<file path="src/rtl/sct_pkg.sv">
// constants, register map and state types of the card protocol timers.
// assumes one 10 MHz clock and an etu tick strobe on that clock.
package sct_pkg;
   // register byte addresses
   localparam logic [15:0] ADDR_CHAR_WAIT_HIGH = 16'hFE1C;
   localparam logic [15:0] ADDR_CHAR_WAIT_LOW = 16'hFE1D;
   localparam logic [15:0] ADDR_ANSWER_TO_HIGH = 16'hFE1F;
   localparam logic [15:0] ADDR_ANSWER_TO_LOW = 16'hFE20;
   localparam logic [15:0] ADDR_FIRST_CHAR_TO = 16'hFE21;
   localparam logic [15:0] ADDR_RESET_DELAY = 16'hFE22;
   localparam logic [15:0] ADDR_CONTROL = 16'hFE24;
   localparam logic [15:0] ADDR_STATUS = 16'hFE25;
   localparam logic [15:0] ADDR_MASK = 16'hFE26;
   // reset values
   localparam logic [7:0] RST_LIMIT = 8'h00;
   localparam logic [7:0] RST_RESET_DELAY = 8'h70;
   localparam logic [7:0] RST_CONTROL = 8'h00;
   localparam logic [2:0] RST_EVENTS = 3'h0;
   // card line idles high, card supply starts absent
   localparam logic [2:0] RST_IO_SYNC = 3'h7;
   localparam logic RST_IO_LEVEL = 1'h1;
   localparam logic [2:0] RST_VOK_SYNC = 3'h0;
   localparam logic RST_SUPPLY_LEVEL = 1'h0;
   // control register fields
   localparam int CTL_RECEIVE_ANSWER = 0;
   localparam int CTL_DETECT_FIRST = 1;
   localparam int CTL_RESET_HOLD = 7;
   localparam int CTL_SELECT = 4;
   // status and mask fields
   localparam int EVT_WAIT = 0;
   localparam int EVT_ANSWER = 1;
   localparam int EVT_MUTE = 2;
   localparam int N_IF = 2;

   typedef enum logic [1:0] {
      SCT_HOLD = 2'h0,
      SCT_DELAY = 2'h1,
      SCT_RELEASED = 2'h2
   } sct_rst_state_t;

   typedef struct packed {
      logic [15:0] addr;
      logic [7:0] wdata;
      logic wr;
      logic rd;
   } sct_bus_req_t;

   typedef struct packed {
      logic [2:0] io_sync;
      logic [2:0] vok_sync;
      logic io_level;
      logic supply_level;
      logic [15:0] char_wait_limit;
      logic [15:0] answer_duration_limit;
      logic [7:0] first_char_limit;
      logic [7:0] reset_delay;
      logic [7:0] control;
      logic [2:0] status;
      logic [2:0] mask;
      logic [7:0] rdata;
      logic irq;
      logic wt_run;
      logic [15:0] wt_cnt;
      logic at_armed;
      logic at_run;
      logic [15:0] at_cnt;
      logic ts_run;
      logic [7:0] ts_cnt;
      sct_rst_state_t rst_state;
      logic [7:0] rd_cnt;
      logic [N_IF-1:0] card_rst_n;
   } sct_state_t;
endpackage

</file>
<file path="src/rtl/sct_timers.sv">
// card protocol timers: waiting, answer duration, first char, reset release.
// assumes etu_tick_i is a one-cycle strobe on clock_i; card pins are async.
// Contract
// - one 16-bit limit serves as character or initial waiting time.
// - waiting timer counts etus between consecutive received start-bit edges.
// - in block protocol it is character wait, during answer initial wait.
// - waiting interval exceeded raises an interrupt to firmware.
// - 16-bit answer limit bounds first-to-last char time; excess is timeout.
// - answer timer enabled by receive bit, starts at first edge, stops on clear.
// - with detection on, 8-bit first-char timer runs from card reset release.
// - first char missing within its limit reports answer timeout, mute card; code sets the separate mute status bit, not answer timeout.
// - 8-bit reset delay in etus, reset value 0x70.
// - delay zero and hold clear releases reset once supply ok.
// - setting hold bit drives card reset pin low.
// - clearing hold bit releases reset after programmed delay.
// - hold set before power keeps reset until delay after clearing.
// - reset control acts only on the selected card interface.
//
// Our own choice: the strobed register port.
module sct_timers (
   input wire logic clock_i,
   input wire logic rst_n_i,
   input wire sct_pkg::sct_bus_req_t bus_i,
   input wire logic etu_tick_i,
   input wire logic card_io_i,
   input wire logic card_supply_ok_i,
   output logic [7:0] rdata_o,
   output logic irq_o,
   output logic [sct_pkg::N_IF-1:0] card_rst_n_o
);
   sct_pkg::sct_state_t state_reg;
   sct_pkg::sct_state_t state_next;

   logic io_agree;
   logic vok_agree;
   logic start_edge;
   logic supply_ok;
   logic hold;
   logic sel;
   logic released;
   logic [2:0] events;

   // a pin change counts once the second and third stages agree;
   // costs a cycle, but a one-cycle glitch never reaches the timers
   assign io_agree = state_reg.io_sync[1] == state_reg.io_sync[2];
   assign vok_agree = state_reg.vok_sync[1] == state_reg.vok_sync[2];
   assign start_edge =
      io_agree && !state_reg.io_sync[2] && state_reg.io_level;
   assign supply_ok = state_reg.supply_level;
   assign hold = state_reg.control[sct_pkg::CTL_RESET_HOLD];
   assign sel = state_reg.control[sct_pkg::CTL_SELECT];

   always_comb begin
      state_next = state_reg;
      released = 1'b0;
      events = 3'h0;

      state_next.io_sync = {state_reg.io_sync[1:0], card_io_i};
      state_next.vok_sync = {state_reg.vok_sync[1:0], card_supply_ok_i};
      if (io_agree) begin
         state_next.io_level = state_reg.io_sync[2];
      end
      if (vok_agree) begin
         state_next.supply_level = state_reg.vok_sync[2];
      end

      // waiting timer, one limit for both waits
      if (start_edge) begin
         state_next.wt_run = 1'b1;
         state_next.wt_cnt = 16'h0000;
      end else if (etu_tick_i && state_reg.wt_run) begin
         // limit of zero would fire on the first tick; firmware avoids it
         if (state_reg.wt_cnt == state_reg.char_wait_limit) begin
            events[sct_pkg::EVT_WAIT] = 1'b1;
            state_next.wt_run = 1'b0;
         end else begin
            state_next.wt_cnt = state_reg.wt_cnt + 16'h0001;
         end
      end

      // answer duration timer
      if (!state_reg.control[sct_pkg::CTL_RECEIVE_ANSWER]) begin
         state_next.at_armed = 1'b0;
         state_next.at_run = 1'b0;
         state_next.at_cnt = 16'h0000;
      end else if (!state_reg.at_armed) begin
         if (start_edge) begin
            state_next.at_armed = 1'b1;
            state_next.at_run = 1'b1;
            state_next.at_cnt = 16'h0000;
         end
      end else if (etu_tick_i && state_reg.at_run) begin
         if (state_reg.at_cnt == state_reg.answer_duration_limit) begin
            events[sct_pkg::EVT_ANSWER] = 1'b1;
            state_next.at_run = 1'b0;
         end else begin
            state_next.at_cnt = state_reg.at_cnt + 16'h0001;
         end
      end

      // reset release sequencing
      case (state_reg.rst_state)
         sct_pkg::SCT_HOLD: begin
            state_next.rd_cnt = 8'h00;
            if (supply_ok && !hold) begin
               if (state_reg.reset_delay == 8'h00) begin
                  state_next.rst_state = sct_pkg::SCT_RELEASED;
                  released = 1'b1;
               end else begin
                  state_next.rst_state = sct_pkg::SCT_DELAY;
               end
            end
         end
         sct_pkg::SCT_DELAY: begin
            if (!supply_ok || hold) begin
               state_next.rst_state = sct_pkg::SCT_HOLD;
            end else if (etu_tick_i) begin
               if (state_reg.rd_cnt + 8'h01 >= state_reg.reset_delay) begin
                  state_next.rst_state = sct_pkg::SCT_RELEASED;
                  released = 1'b1;
               end else begin
                  state_next.rd_cnt = state_reg.rd_cnt + 8'h01;
               end
            end
         end
         sct_pkg::SCT_RELEASED: begin
            if (!supply_ok || hold) begin
               state_next.rst_state = sct_pkg::SCT_HOLD;
            end
         end
         default: begin
            state_next.rst_state = sct_pkg::SCT_HOLD;
         end
      endcase

      // unselected interfaces stay in reset
      state_next.card_rst_n = '0;
      state_next.card_rst_n[sel] =
         (state_next.rst_state == sct_pkg::SCT_RELEASED);

      // first char timer
      if (released && state_reg.control[sct_pkg::CTL_DETECT_FIRST]) begin
         state_next.ts_run = 1'b1;
         state_next.ts_cnt = 8'h00;
      end else if (start_edge || state_next.rst_state != sct_pkg::SCT_RELEASED)
      begin
         state_next.ts_run = 1'b0;
      end else if (etu_tick_i && state_reg.ts_run) begin
         if (state_reg.ts_cnt == state_reg.first_char_limit) begin
            events[sct_pkg::EVT_MUTE] = 1'b1;
            state_next.ts_run = 1'b0;
         end else begin
            state_next.ts_cnt = state_reg.ts_cnt + 8'h01;
         end
      end

      // register writes; limits loaded ahead of traffic
      if (bus_i.wr) begin
         case (bus_i.addr)
            sct_pkg::ADDR_CHAR_WAIT_HIGH:
               state_next.char_wait_limit[15:8] = bus_i.wdata;
            sct_pkg::ADDR_CHAR_WAIT_LOW:
               state_next.char_wait_limit[7:0] = bus_i.wdata;
            sct_pkg::ADDR_ANSWER_TO_HIGH:
               state_next.answer_duration_limit[15:8] = bus_i.wdata;
            sct_pkg::ADDR_ANSWER_TO_LOW:
               state_next.answer_duration_limit[7:0] = bus_i.wdata;
            sct_pkg::ADDR_FIRST_CHAR_TO:
               state_next.first_char_limit = bus_i.wdata;
            sct_pkg::ADDR_RESET_DELAY:
               state_next.reset_delay = bus_i.wdata;
            sct_pkg::ADDR_CONTROL:
               state_next.control = bus_i.wdata;
            sct_pkg::ADDR_STATUS:
               state_next.status = state_reg.status & ~bus_i.wdata[2:0];
            sct_pkg::ADDR_MASK:
               state_next.mask = bus_i.wdata[2:0];
            default: begin
            end
         endcase
      end
      // a new event beats a clear in the same cycle
      state_next.status = state_next.status | events;
      state_next.irq = |(state_next.status & state_next.mask);

      // read data valid in the cycle after the strobe, zero otherwise
      state_next.rdata = 8'h00;
      if (bus_i.rd) begin
         case (bus_i.addr)
            sct_pkg::ADDR_CHAR_WAIT_HIGH:
               state_next.rdata = state_reg.char_wait_limit[15:8];
            sct_pkg::ADDR_CHAR_WAIT_LOW:
               state_next.rdata = state_reg.char_wait_limit[7:0];
            sct_pkg::ADDR_ANSWER_TO_HIGH:
               state_next.rdata = state_reg.answer_duration_limit[15:8];
            sct_pkg::ADDR_ANSWER_TO_LOW:
               state_next.rdata = state_reg.answer_duration_limit[7:0];
            sct_pkg::ADDR_FIRST_CHAR_TO:
               state_next.rdata = state_reg.first_char_limit;
            sct_pkg::ADDR_RESET_DELAY:
               state_next.rdata = state_reg.reset_delay;
            sct_pkg::ADDR_CONTROL:
               state_next.rdata = state_reg.control;
            sct_pkg::ADDR_STATUS:
               state_next.rdata = {5'h00, state_reg.status};
            sct_pkg::ADDR_MASK:
               state_next.rdata = {5'h00, state_reg.mask};
            default: begin
            end
         endcase
      end
   end

   always_ff @(posedge clock_i or negedge rst_n_i) begin
      if (!rst_n_i) begin
         // idle card line is high; avoid a false start edge after reset
         state_reg.io_sync <= sct_pkg::RST_IO_SYNC;
         state_reg.io_level <= sct_pkg::RST_IO_LEVEL;
         state_reg.vok_sync <= sct_pkg::RST_VOK_SYNC;
         state_reg.supply_level <= sct_pkg::RST_SUPPLY_LEVEL;
         state_reg.rdata <= 8'h00;
         state_reg.irq <= 1'h0;
         state_reg.wt_run <= 1'h0;
         state_reg.wt_cnt <= 16'h0000;
         state_reg.at_armed <= 1'h0;
         state_reg.at_run <= 1'h0;
         state_reg.at_cnt <= 16'h0000;
         state_reg.ts_run <= 1'h0;
         state_reg.ts_cnt <= 8'h00;
         state_reg.rd_cnt <= 8'h00;
         state_reg.card_rst_n <= '0;
         state_reg.char_wait_limit <= {sct_pkg::RST_LIMIT, sct_pkg::RST_LIMIT};
         state_reg.answer_duration_limit <=
            {sct_pkg::RST_LIMIT, sct_pkg::RST_LIMIT};
         state_reg.first_char_limit <= sct_pkg::RST_LIMIT;
         state_reg.reset_delay <= sct_pkg::RST_RESET_DELAY;
         state_reg.control <= sct_pkg::RST_CONTROL;
         state_reg.status <= sct_pkg::RST_EVENTS;
         state_reg.mask <= sct_pkg::RST_EVENTS;
         state_reg.rst_state <= sct_pkg::SCT_HOLD;
      end else begin
         state_reg <= state_next;
      end
   end

   assign rdata_o = state_reg.rdata;
   assign irq_o = state_reg.irq;
   assign card_rst_n_o = state_reg.card_rst_n;
endmodule // sct_timers

</file>
<file path="config.mk">
export PLATFORM = sky130hd
export DESIGN_NAME = sct_timers
export DESIGN_NICKNAME = d
export VERILOG_FILES = /design/src/rtl/sct_pkg.sv /design/src/rtl/sct_timers.sv
export SDC_FILE = /design/constraint.sdc
export NUM_CORES = 1
export LEC_CHECK = 0
export BUFFER_PORTS_ARGS = -buffer_cell sky130_fd_sc_hd__buf_2
export CORE_ASPECT_RATIO = 0.7
export CORE_MARGIN = 2
export CORE_UTILIZATION = 60
export DETAILED_ROUTE_END_ITERATION = 7
export GPL_ROUTABILITY_DRIVEN = 0
export PLACE_DENSITY = 0.87
export SLEW_MARGIN = 20
export SYNTH_ARGS = -nofsm -noshare
export SYNTH_HDL_FRONTEND = slang
export SYNTH_SLANG_ARGS = --single-unit
</file>
<file path="constraint.sdc">
create_clock -name clock_i -period 3.7 [get_ports clock_i]
set_clock_uncertainty 0.2 [all_clocks]
set_input_delay 0.555 -clock clock_i [delete_from_list [all_inputs] [get_ports clock_i]]
set_output_delay 0.555 -clock clock_i [all_outputs]
set_load 0.01 [all_outputs]
</file>
# Yosys cells after proc, flatten, opt, wreduce, memory -nomap -nowiden
# Index checks and enable logic that the tools add are counted.
# word_totals
ff_bits	135
in_bits	31
# op_classes
n_mux	51
bitwise_logic	5
n_addsub	4
magnitude_cmp	3
n_eq_ne	28
reduce_logical	36
# op_table
cell	count
$eq A16 B16 Y1 const B	9
$pmux W8 S9	1
$mux W17	4
$mux W8	5
$mux W18	2
$add A16 B1 Y16 const B	2
$eq A16 B16 Y1	2
$mux W16	2
$mux W1	22
$reduce_and A2 Y1	10
$mux W9	2
$add A8 B1 Y8 const B	2
$pmux W8 S2	1
$ne A2 B2 Y1 const B	7
$mux W10	1
$mux W2	5
$ne A3 B2 Y1 const B	3
$reduce_and A3 Y1	3
$eq A8 B8 Y1	1
$ge A8 B8 Y1	1
$logic_and A1 B1 Y1	8
$logic_not A8 Y1	1
$reduce_bool A2 Y1	4
$and A3 B3 Y3	2
20 further kinds	27

# Logic depth before layout (Yosys ltp)
# Gate-level depths: netlist of run 1.
# depth
ltp_word	13
mapped_depth	12
depth_no_buf	11

# Worst setup path before layout of run 1
# Ideal clock, no wire load.
# synth_timing
path_kind	register to register
startpoint	register state_reg[2] (netlist name)
endpoint	register state_reg[12] (netlist name)
stages_incl_launch_ff	13
arrival_ns	2.682
slack_ns	0.686
n_path_buf	1
synth_period_minus_slack_ns	3.014
setup_ns	0.132
path_cell_list	dfrtp_1 > and3_1 > and3_1 > and3_1 > xor2_1 > ha_1 > a21oi_1 > o21a_1 > nor2_1 > o31ai_1 > clkbuf_1 > or3_1 > a21oi_1
# synth_via
elab_chain_len	10
elab_cells_between_ends	18
cone_classes	1 x add/sub; 1 x order compare; 3 x eq/ne; 9 x mux; 4 x reduce/logical
# synth_lines
element	line	text
start: declaration	sct_timers.sv:31	sct_pkg::sct_state_t state_reg;
start signal: assignment	sct_timers.sv:242	state_reg <= state_next;
$add A8 B1 Y8 (*)	sct_timers.sv:118	if (state_reg.rd_cnt + 8'h01 >= state_reg.reset_delay) begin
$ge A8 B8 Y1 (*)	sct_timers.sv:118	
$mux W2	sct_timers.sv:118	
$mux W10	sct_timers.sv:117	end else if (etu_tick_i) begin
$mux W2	sct_timers.sv:115	if (!supply_ok || hold) begin
$pmux W2 S3	sct_timers.sv:102	case (state_reg.rst_state)
$ne A2 B2 Y1	sct_timers.sv:145	end else if (start_edge || state_next.rst_state != sct_pkg::SCT_RELEASED)
$logic_or A1 B1 Y1	sct_timers.sv:145	
$ne A2 B2 Y1 (no source line)	--	
$reduce_and A3 Y1 (no source line)	--	
# Every way passes the cells marked *; elsewhere a longest branch is shown, timed or not. The select of a mux whose other input is x is not followed.
# A chain may end at the register's enable or synchronous reset.

# Worst setup path in the final report of run 1
# layout_timing
startpoint	register state_reg[2] (netlist name)
endpoint	register state_reg[14] (netlist name)
# The elaborated chain is that of the path after synthesis.

==> run summary, run 1 <==
status: finished with violations
failing checks: hold timing
clock-pin transition on the worst setup and hold timing paths: 0.06 ns
Leakage: 3.83 nW
sequential share of power: 44.4%
number of synthesized register bits: 135
DRT Wirelength: 18700 um
Synth top area share: 44.4%
final worst slack: 0.267 ns
Max-Cap Viols: 0
Synth area leaders: dfrtp_1 44%, mux2_2 10%, xnor2_1 4.5%
min-delay worst type: in -> async
via count: 5794
DP HPWL: 13100 um
clk root buf: clkbuf_16
CTS Sinks: 135
Core Region: 11700 um^2
total design power: 3.55 mW
min Tclk post-route: 3.43 ns
hold_buf cts: 0
Area growth syn-to-layout: 12.8%
max reg flops: 117
Required @ worst endpoint: 3.85 ns
Final period util: 92.8%
Layout Nets: 744
vias in the first global route: 5674
largest area contributor in the netlist: dfrtp_1
synthesized netlist cell count: 662
Max FO, Critical Path: 10
first-pass GRT wire length: 29700 um
Netlist Area Pre-Place: 7220 um^2
Comb pwr share: 8.3%
syn_nets: 706
Post-Layout Cell Count: 870
Power Density: 435 nW/um^2
Post-synth top flop: dfrtp_1
sw frac: 24.6%
CP Launch Type: register
TritonRoute pass-1 iters: 7
starting density of the core: 61.6%
Final Setup Violations: 0
Slew @ Worst Pin: 0.989 ns
Worst setup EP type: register
relative slew slack: 33.8%
drt wl/cell: 21.5 um
area of the multi-input gates: 3590 um^2
sw power: 0.871 mW
sequential area share after synthesis: 46.9%
CTS H-tree depth: 4
CTS Buf Count: 17
vias per cell: 6.66
Layout fillers: 805
WS Path Type: reg -> reg
Yosys warnings: 0
Site Rows: 33
initial antenna violation count: 0
n_diodes: 0
CP Data Arrival Time: 3.59 ns
sequential cell area: 3390 um^2
DRT antenna net count: 0
clock network power share: 47.4%
die area: 12900 um^2
Synth cell types: 71
Final Hold Fails: 6
latest clock arrival within the worst-skew pair: 0.42 ns
Die X: 135 um
# DRC: 0
grt total ovfl: 0
number of I/O pins: 42
share of post-route cells with drive strength above 1: 25.2%
Port Buffers: 41
starting DRC count in detailed routing: 768
Setup WS pre-CTS: 0.132 ns
largest net degree at the start of global routing: 87
Cell Int Power: 2.67 mW
mean post-synth cell area: 10.9 um^2
final hold slack: -0.00407 ns
placed cell count: 838
Max Fclk: 0.291 GHz
RSZ-0062 raised after global routing: false
CTS tree: done
max-slew violation count: 0
die height: 95.8 um
TNS Setup: 0 ns
clock buffer depth: 2
IR drop worst, VDD: 0.358 mV
Post-synth EDFFs: 0
Tot GR Track Use: 30.2%
ys async rst share: 100%
-- what timing repair did --
action / CTS / global route
buffers inserted: 0 / 0
setup endpoints to repair: 0 / 6
gates resized for setup: 0 / 1
-- kinds of logic (layout without fill, tap and decap cells) --
kind of cell / Yosys count / count (layout) / share of synthesized area [%]
AND/OR/NAND/NOR: 190 / 190 / 15.1
AO/OA/AOI/OAI: 137 / 137 / 13.5
flip-flops: 135 / 135 / 46.9
multiplexers: 73 / 73 / 11.4
XOR/XNOR: 60 / 60 / 7.28
buffers and inverters: 53 / 104 / 3.45
adder cells (fa/ha/maj): 14 / 14 / 2.39
-- power groups by stage --
stage / logic (mW) / registers [mW] / clock network, mW
after floorplan: 0.184 / 1.58 / 0
after global placement: 0.278 / 1.59 / 0
after detailed placement: 0.289 / 1.60 / 0
after CTS: 0.291 / 1.57 / 1.69
after global routing: 0.328 / 1.58 / 1.77
final: 0.293 / 1.57 / 1.68
-- worst max-delay path, stage by stage (launching register included) --
cell and delay (ns):
dfrtp_1 0.43, and3_1 0.22, and3_1 0.19, and3_1 0.19
xor2_1 0.15, ha_1 0.32, nand4_1 0.14, a211oi_1 0.48
o31ai_2 0.25, buf_4 0.22, or4_1 0.48, nand2_1 0.09
-- worst paths after layout --
path / from / to / slack [ns] / cells past startpoint
setup / recovery: state_reg[2] / state_reg[14] / 0.27 / 11
hold / removal: rst_n_i / state_reg[51] / -0.004 / 1
setup reg to reg: state_reg[2] / state_reg[14] / 0.27 / 11
hold reg to reg: state_next[130] / state_next[131] / 0.15 / 0
max in group asynchronous: rst_n_i / state_reg[85] / 2.53 / 2
min in group clock_i: card_io_i / state_next[133] / 0.04 / 1
-- routing by layer --
layer / part of all wire (%) / vias up / routed length [um] / track usage, %
li1: - / 2527 / - / -
met1: 42 / 2873 / 7880 / 41.3
met2: 45 / 340 / 8500 / 46.4
met3: 9.8 / 52 / 1830 / 7.69
met4: 2.6 / 2 / 491 / 11.8
met5: 0.23 / - / 43 / 2.78
-- per-stage QoR --
stage                     util (%)  instance area [um^2]
after floorplan                  -                  7220
after global placement        64.4                  7550
after detailed placement      64.4                  7550
after CTS                     69.4                  8140
after global routing          69.5                  8150
final                         69.5                  8150
-- synth_stat cells (all sizes together) (6+ instances only) --
| cell | instances |
|---|---|
| nor4 | 13 |
| a31oi | 6 |
| and2 | 8 |
| a211oi | 11 |
| buf | 16 |
| dfrtp | 128 |
| nand4 | 13 |
| xnor2 | 37 |
| clkbuf | 16 |
| dfstp | 7 |
| nor3 | 7 |
| o21ai | 14 |
| nand2 | 48 |
| o31ai | 10 |
| xor2 | 23 |
| or4 | 7 |
| inv | 21 |
| a22o | 14 |
| o21a | 8 |
| o211ai | 9 |
| ha | 13 |
| nand3 | 21 |
| nor2 | 31 |
| and3 | 12 |
| a22oi | 6 |
| a21oi | 31 |
| mux2 | 68 |
-- final cells by class --
type | count | share of cell area, %
multi-input cells | 474 | 44.1
flip-flops and latches | 135 | 41.6
clock buffers | 20 | 5.73
repair buffers | 51 | 3.67
well taps | 157 | 2.41
clock inverters | 12 | 1.55
inverters | 21 | 0.968
-- placed cells by master, fill, tap and decap left out, types with 6 or more instances in the layout --
| master | netlist | routed |
|---|---|---|
| o21a_1 | 8 | 8 |
| o21ai_0 | 11 | 11 |
| a211oi_1 | 11 | 11 |
| a31oi_1 | 6 | 6 |
| and3_1 | 12 | 12 |
| nand4_1 | 13 | 13 |
| a22o_1 | 14 | 14 |
| nor3_1 | 6 | 6 |
| and2_1 | 8 | 8 |
| inv_1 | 21 | 21 |
| a22oi_1 | 6 | 6 |
| o31ai_1 | 10 | 9 |
| nand2_1 | 45 | 45 |
| xnor2_1 | 37 | 37 |
| dfrtp_1 | 128 | 128 |
| dfstp_2 | 7 | 7 |
| buf_2 | 3 | 40 |
| ha_1 | 13 | 13 |
| mux2_2 | 66 | 66 |
| xor2_1 | 23 | 23 |
| clkbuf_16 | 0 | 17 |
| nand3_1 | 20 | 20 |
| nor4_1 | 10 | 10 |
| a21oi_1 | 31 | 31 |
| or4_1 | 7 | 7 |
| o211ai_1 | 9 | 9 |
| buf_4 | 10 | 9 |
| nor2_1 | 31 | 31 |
(Power assumes the default switching activity.)
==> inputs of run 2 (changes only) <==
- CORE_UTILIZATION: 60 -> 55
- CTS_CLUSTER_DIAMETER: unset -> 30
- PLACE_DENSITY: 0.87 -> 0.81
==> run summary, run 2 (synthesis results as in run 1) <==
status: finished with violations
failing checks: hold timing
n_diodes: 0
DRT Wirelength: 18500 um
DP HPWL: 12900 um
Cell Int Power: 2.83 mW
starting DRC count in detailed routing: 683
initial antenna violation count: 0
Final Hold Fails: 3
relative slew slack: 30.8%
via count: 5739
Worst setup EP type: register
final hold slack: -0.00703 ns
Crit path depth: 11
TNS Setup: 0 ns
starting density of the core: 57.2%
vias in the first global route: 5500
slowest stage cell, crit path: or4_1
CTS Buf Count: 17
RSZ-0062 raised after global routing: false
vias per cell: 6.57
CTS H-tree depth: 4
drt wl/cell: 21.2 um
sw power: 0.907 mW
Die X: 141 um
TritonRoute pass-1 iters: 6
clock buffer depth: 2
first-pass GRT wire length: 29400 um
die area: 14100 um^2
met2 usage: 41.1%
latest clock arrival within the worst-skew pair: 0.42 ns
CTS Sinks: 135
Max-Cap Viols: 0
Leakage: 3.84 nW
max reg flops: 117
Post CTS Setup Buffer Count: 0
post_cts resized: 0
Port Buffers: 41
Layout Nets: 743
max-slew violation count: 0
Area growth syn-to-layout: 13.5%
Power Density: 456 nW/um^2
met1 usage: 40.3%
Slew @ Worst Pin: 1.03 ns
hold_buf cts: 0
die height: 99.9 um
Core Region: 12600 um^2
sw frac: 24.3%
share of post-route cells with drive strength above 1: 25.0%
met3 usage: 3.86%
slowest cell delay on critical path: 0.48 ns
CP Launch Type: register
Most Crowded Layer GR: met2
sequential share of power: 42.1%
min-delay worst type: in -> async
placed cell count: 842
min Tclk post-route: 3.35 ns
CP Buf/Inv Count: 1
largest net degree at the start of global routing: 94
Post-Layout Cell Count: 874
# DRC: 0
FF-to-FF path depth: 11
clock-pin transition on the worst setup and hold timing paths: 0.06 ns
clk root buf: clkbuf_16
CP Data Arrival Time: 3.51 ns
sequence of cells on the critical path: and3_1 -> and3_1 -> and3_1 -> xor2_1 -> ha_1 -> nand4_1 -> a211oi_1 -> o31ai_1 -> buf_4 -> or4_1 -> a21oi_1
number of I/O pins: 42
Max FO, Critical Path: 16
IR drop worst, VDD: 0.369 mV
Final Setup Violations: 0
grt total ovfl: 0
Final period util: 90.7%
Comb pwr share: 7.9%
Site Rows: 34
Required @ worst endpoint: 3.85 ns
WS Path Type: reg -> reg
DRT antenna net count: 0
leading cell type in the layout, fill and taps excluded: dfrtp_1
delay-heaviest family, CP: simple AND/OR/NAND/NOR gates
Max Fclk: 0.298 GHz
clock network power share: 50.1%
most frequent cells in the layout: 128 x dfrtp_1, 66 x mux2_2, 45 x nand2_1
Tot GR Track Use: 27.1%
Top cell by count, worst path: and3_1
CTS tree: done
## run 2: final cells by class
| cell class | instances | area (um^2) |
|---|---|---|
| Multi-Input combinational cell | 474 | 3590 |
| Timing Repair Buffer | 50 | 292 |
| Clock buffer | 17 | 425 |
| Clock inverter | 15 | 226 |
| Inverter | 21 | 78.8 |
| Fill cell | 905 | 4440 |
| Sequential cell | 135 | 3390 |
| Tap cell | 162 | 203 |
## run 2: metrics by stage
stage,power (mW),setup WS [ns],utilization [%],area (um^2),hold slack [ns]
finish,3.74,0.346,64.9,8200,-0.00703
global route,3.85,0.0993,64.9,8200,0.0339
CTS,3.74,0.397,64.9,8200,0.0240
detailed placement,1.89,0.443,59.7,7550,0.140
global placement,1.87,0.552,59.7,7550,0.132
floorplan,1.77,0.686,-,7220,0.0594
## run 2: power groups by stage
| stage | Sequential, mW | Combinational [mW] | Clock (mW) |
|---|---|---|---|
| after floorplan | 1.58 | 0.184 | 0 |
| after global placement | 1.59 | 0.278 | 0 |
| after detailed placement | 1.60 | 0.289 | 0 |
| after CTS | 1.57 | 0.294 | 1.87 |
| after global routing | 1.58 | 0.327 | 1.95 |
| final | 1.57 | 0.294 | 1.87 |
## run 2: layer usage
metal,vias up,wire (um)
met4,0,360
li1,2521,-
met2,337,8100
met1,2839,8380
met3,42,1660
met5,-,0
## run 2: worst paths after layout
path                            startpoint         endpoint  slack, ns
min reg2reg                state_next[130]  state_next[131]       0.15
max                           state_reg[2]    state_reg[15]       0.35
min                                rst_n_i    state_reg[48]     -0.007
max reg2reg                   state_reg[2]    state_reg[15]       0.35
min in group clock_i             card_io_i  state_next[133]       0.03
max in group asynchronous          rst_n_i    state_reg[71]       2.50
==> inputs of run 3 (changes only) <==
- ABC_AREA: unset -> 1
==> run summary, run 3 <==
Final period util: 84.1%
Layout Nets: 1022
min Tclk post-route: 3.11 ns
# DRC: 0
CP Data Arrival Time: 3.22 ns
Core Region: 13300 um^2
share of post-route cells with drive strength above 1: 13.3%
Slew @ Worst Pin: 0.655 ns
Max Fclk: 0.321 GHz
largest net degree at the start of global routing: 78
Synth top area share: 42.2%
final hold slack: 0.0297 ns
syn_nets: 989
clock-pin transition on the worst setup and hold timing paths: 0.06 ns
CTS Buf Count: 17
number of synthesized register bits: 135
IR drop worst, VDD: 0.302 mV
starting density of the core: 57.0%
CTS H-tree depth: 4
Area growth syn-to-layout: 12.1%
vias in the first global route: 5961
CTS Sinks: 135
grt total ovfl: 0
Finished Core Util: 63.9%
CTS tree: done
mean post-synth cell area: 8.03 um^2
Netlist Area Pre-Place: 7590 um^2
CP Launch Type: register
clock buffer depth: 2
Post-synth EDFFs: 0
Final Setup Violations: 0
Site Rows: 35
starting DRC count in detailed routing: 738
Die X: 144 um
most frequent cell after synthesis: nand2_1
vias per cell: 5.61
Tot GR Track Use: 28.2%
drt wl/cell: 16.6 um
post_cts resized: 0
DRT Wirelength: 19600 um
DRT antenna net count: 0
sequential area share after synthesis: 44.6%
Synth cell types: 45
Synth top cells by count: 255 x nand2_1, 128 x dfrtp_1, 95 x inv_1, 78 x o21ai_0, 70 x nor2_1
Post-synth top flop: dfrtp_1
via count: 6595
TritonRoute pass-1 iters: 5
RSZ-0062 raised after global routing: false
Post-Layout Cell Count: 1176
number of I/O pins: 42
Layout fillers: 1105
latest clock arrival within the worst-skew pair: 0.42 ns
initial antenna violation count: 0
Max-Cap Viols: 0
Leakage: 4.18 nW
synthesized netlist cell count: 945
Setup WS pre-CTS: 0.646 ns
leading cell type in the layout, fill and taps excluded: nand2_1
area of the multi-input gates: 3580 um^2
placed cell count: 1143
Required @ worst endpoint: 3.80 ns
status: finished, final reports clean
Worst setup EP type: register
WS Path Type: reg -> reg
largest area contributor in the netlist: dfrtp_1
final worst slack: 0.587 ns
Max FO, Critical Path: 9
min-delay worst type: in -> reg
most frequent cells in the layout: 255 x nand2_1, 128 x dfrtp_1, 95 x inv_1
die height: 102 um
Post CTS Setup Buffer Count: 0
Synth area leaders: dfrtp_1 42%, nand2_1 13%, xor2_1 5.3%
DP HPWL: 14200 um
first-pass GRT wire length: 31400 um
TNS Setup: 0 ns
Final Hold Fails: 0
Power Density: 438 nW/um^2
n_diodes: 0
max reg flops: 117
max-slew violation count: 0
clk root buf: clkbuf_16
ys async rst share: 100%
die area: 14800 um^2
sequential cell area: 3390 um^2
relative slew slack: 56.0%
Port Buffers: 41
Yosys warnings: 0
==> run 3: path summary, 6_finish.rpt <==
kind	start	endpoint	slack, ns	depth (start not counted)
min in group asynchronous	rst_n_i	supply_ok	0.47	2
hold / removal	card_io_i	state_next[133]	0.03	1
setup / recovery	state_reg[4]	state_reg[14]	0.59	17
hold reg to reg	state_next[130]	state_next[131]	0.15	0
setup reg to reg	state_reg[4]	state_reg[14]	0.59	17
max in group asynchronous	rst_n_i	state_reg[24]	2.04	3
==> run 3: cells by family (layout without fill, tap and decap cells) <==
group           after synthesis  count (layout)  share of synthesized area (%)
flops                       135             135                           44.6
fa+ha+maj                    14              14                           2.28
compound gates              151             151                           11.7
simple gates                452             452                           26.5
buf+inv                     135             181                           8.18
xor+xnor                     58              58                           6.69
==> run 3: timing repair <==
item | in CTS | in global routing
endpoints found under the setup margin | 0 | 0
hold buffers | 1 | 0
hold endpoints to repair | 51 | 0
==> run 3: final cells by class <==
type,count,area share (%)
clock buffer,20,5.37
clock inverter,12,2.34
inverter,103,4.56
multi-input combinational,675,42.1
sequential,135,39.8
tap,185,2.72
timing repair buffer,46,3.10
==> run 3: where the power goes <==
group	internal, mW	switching, mW
combinational	0.0782	0.214
sequential	1.52	0.0371
clock	1.23	0.652
total	2.83	0.904
==> run 3: per-layer routing <==
layer / GRT usage [%] / routed length, um
met5: 0 / 0
met4: 7.47 / 326
met3: 10.4 / 2360
met2: 38.4 / 7740
met1: 42.2 / 9150
==> run 3: worst max-delay path: stages, from the launching register on <==
cell and delay, ns:
dfrtp_1 0.37, inv_1 0.07, nor3_1 0.28, nand3_1 0.17, nor2_1 0.12, nand2_1 0.07, xor2_1 0.18, inv_1 0.07
ha_1 0.29, a21o_1 0.18, nor2_1 0.09, nand2_1 0.10, nand3_1 0.10, nand3_1 0.24, nand4_4 0.24, nand2_4 0.11
nand2_1 0.08, nand2_1 0.05
==> run 3: per-stage QoR <==
step / power (mW) / area [um^2]
6_report: 3.73 / 8510
5_1_grt: 3.84 / 8510
4_1_cts: 3.73 / 8510
3_5_place_dp: 1.86 / 7840
3_3_place_gp: 1.86 / 7840
2_1_floorplan: 1.76 / 7590
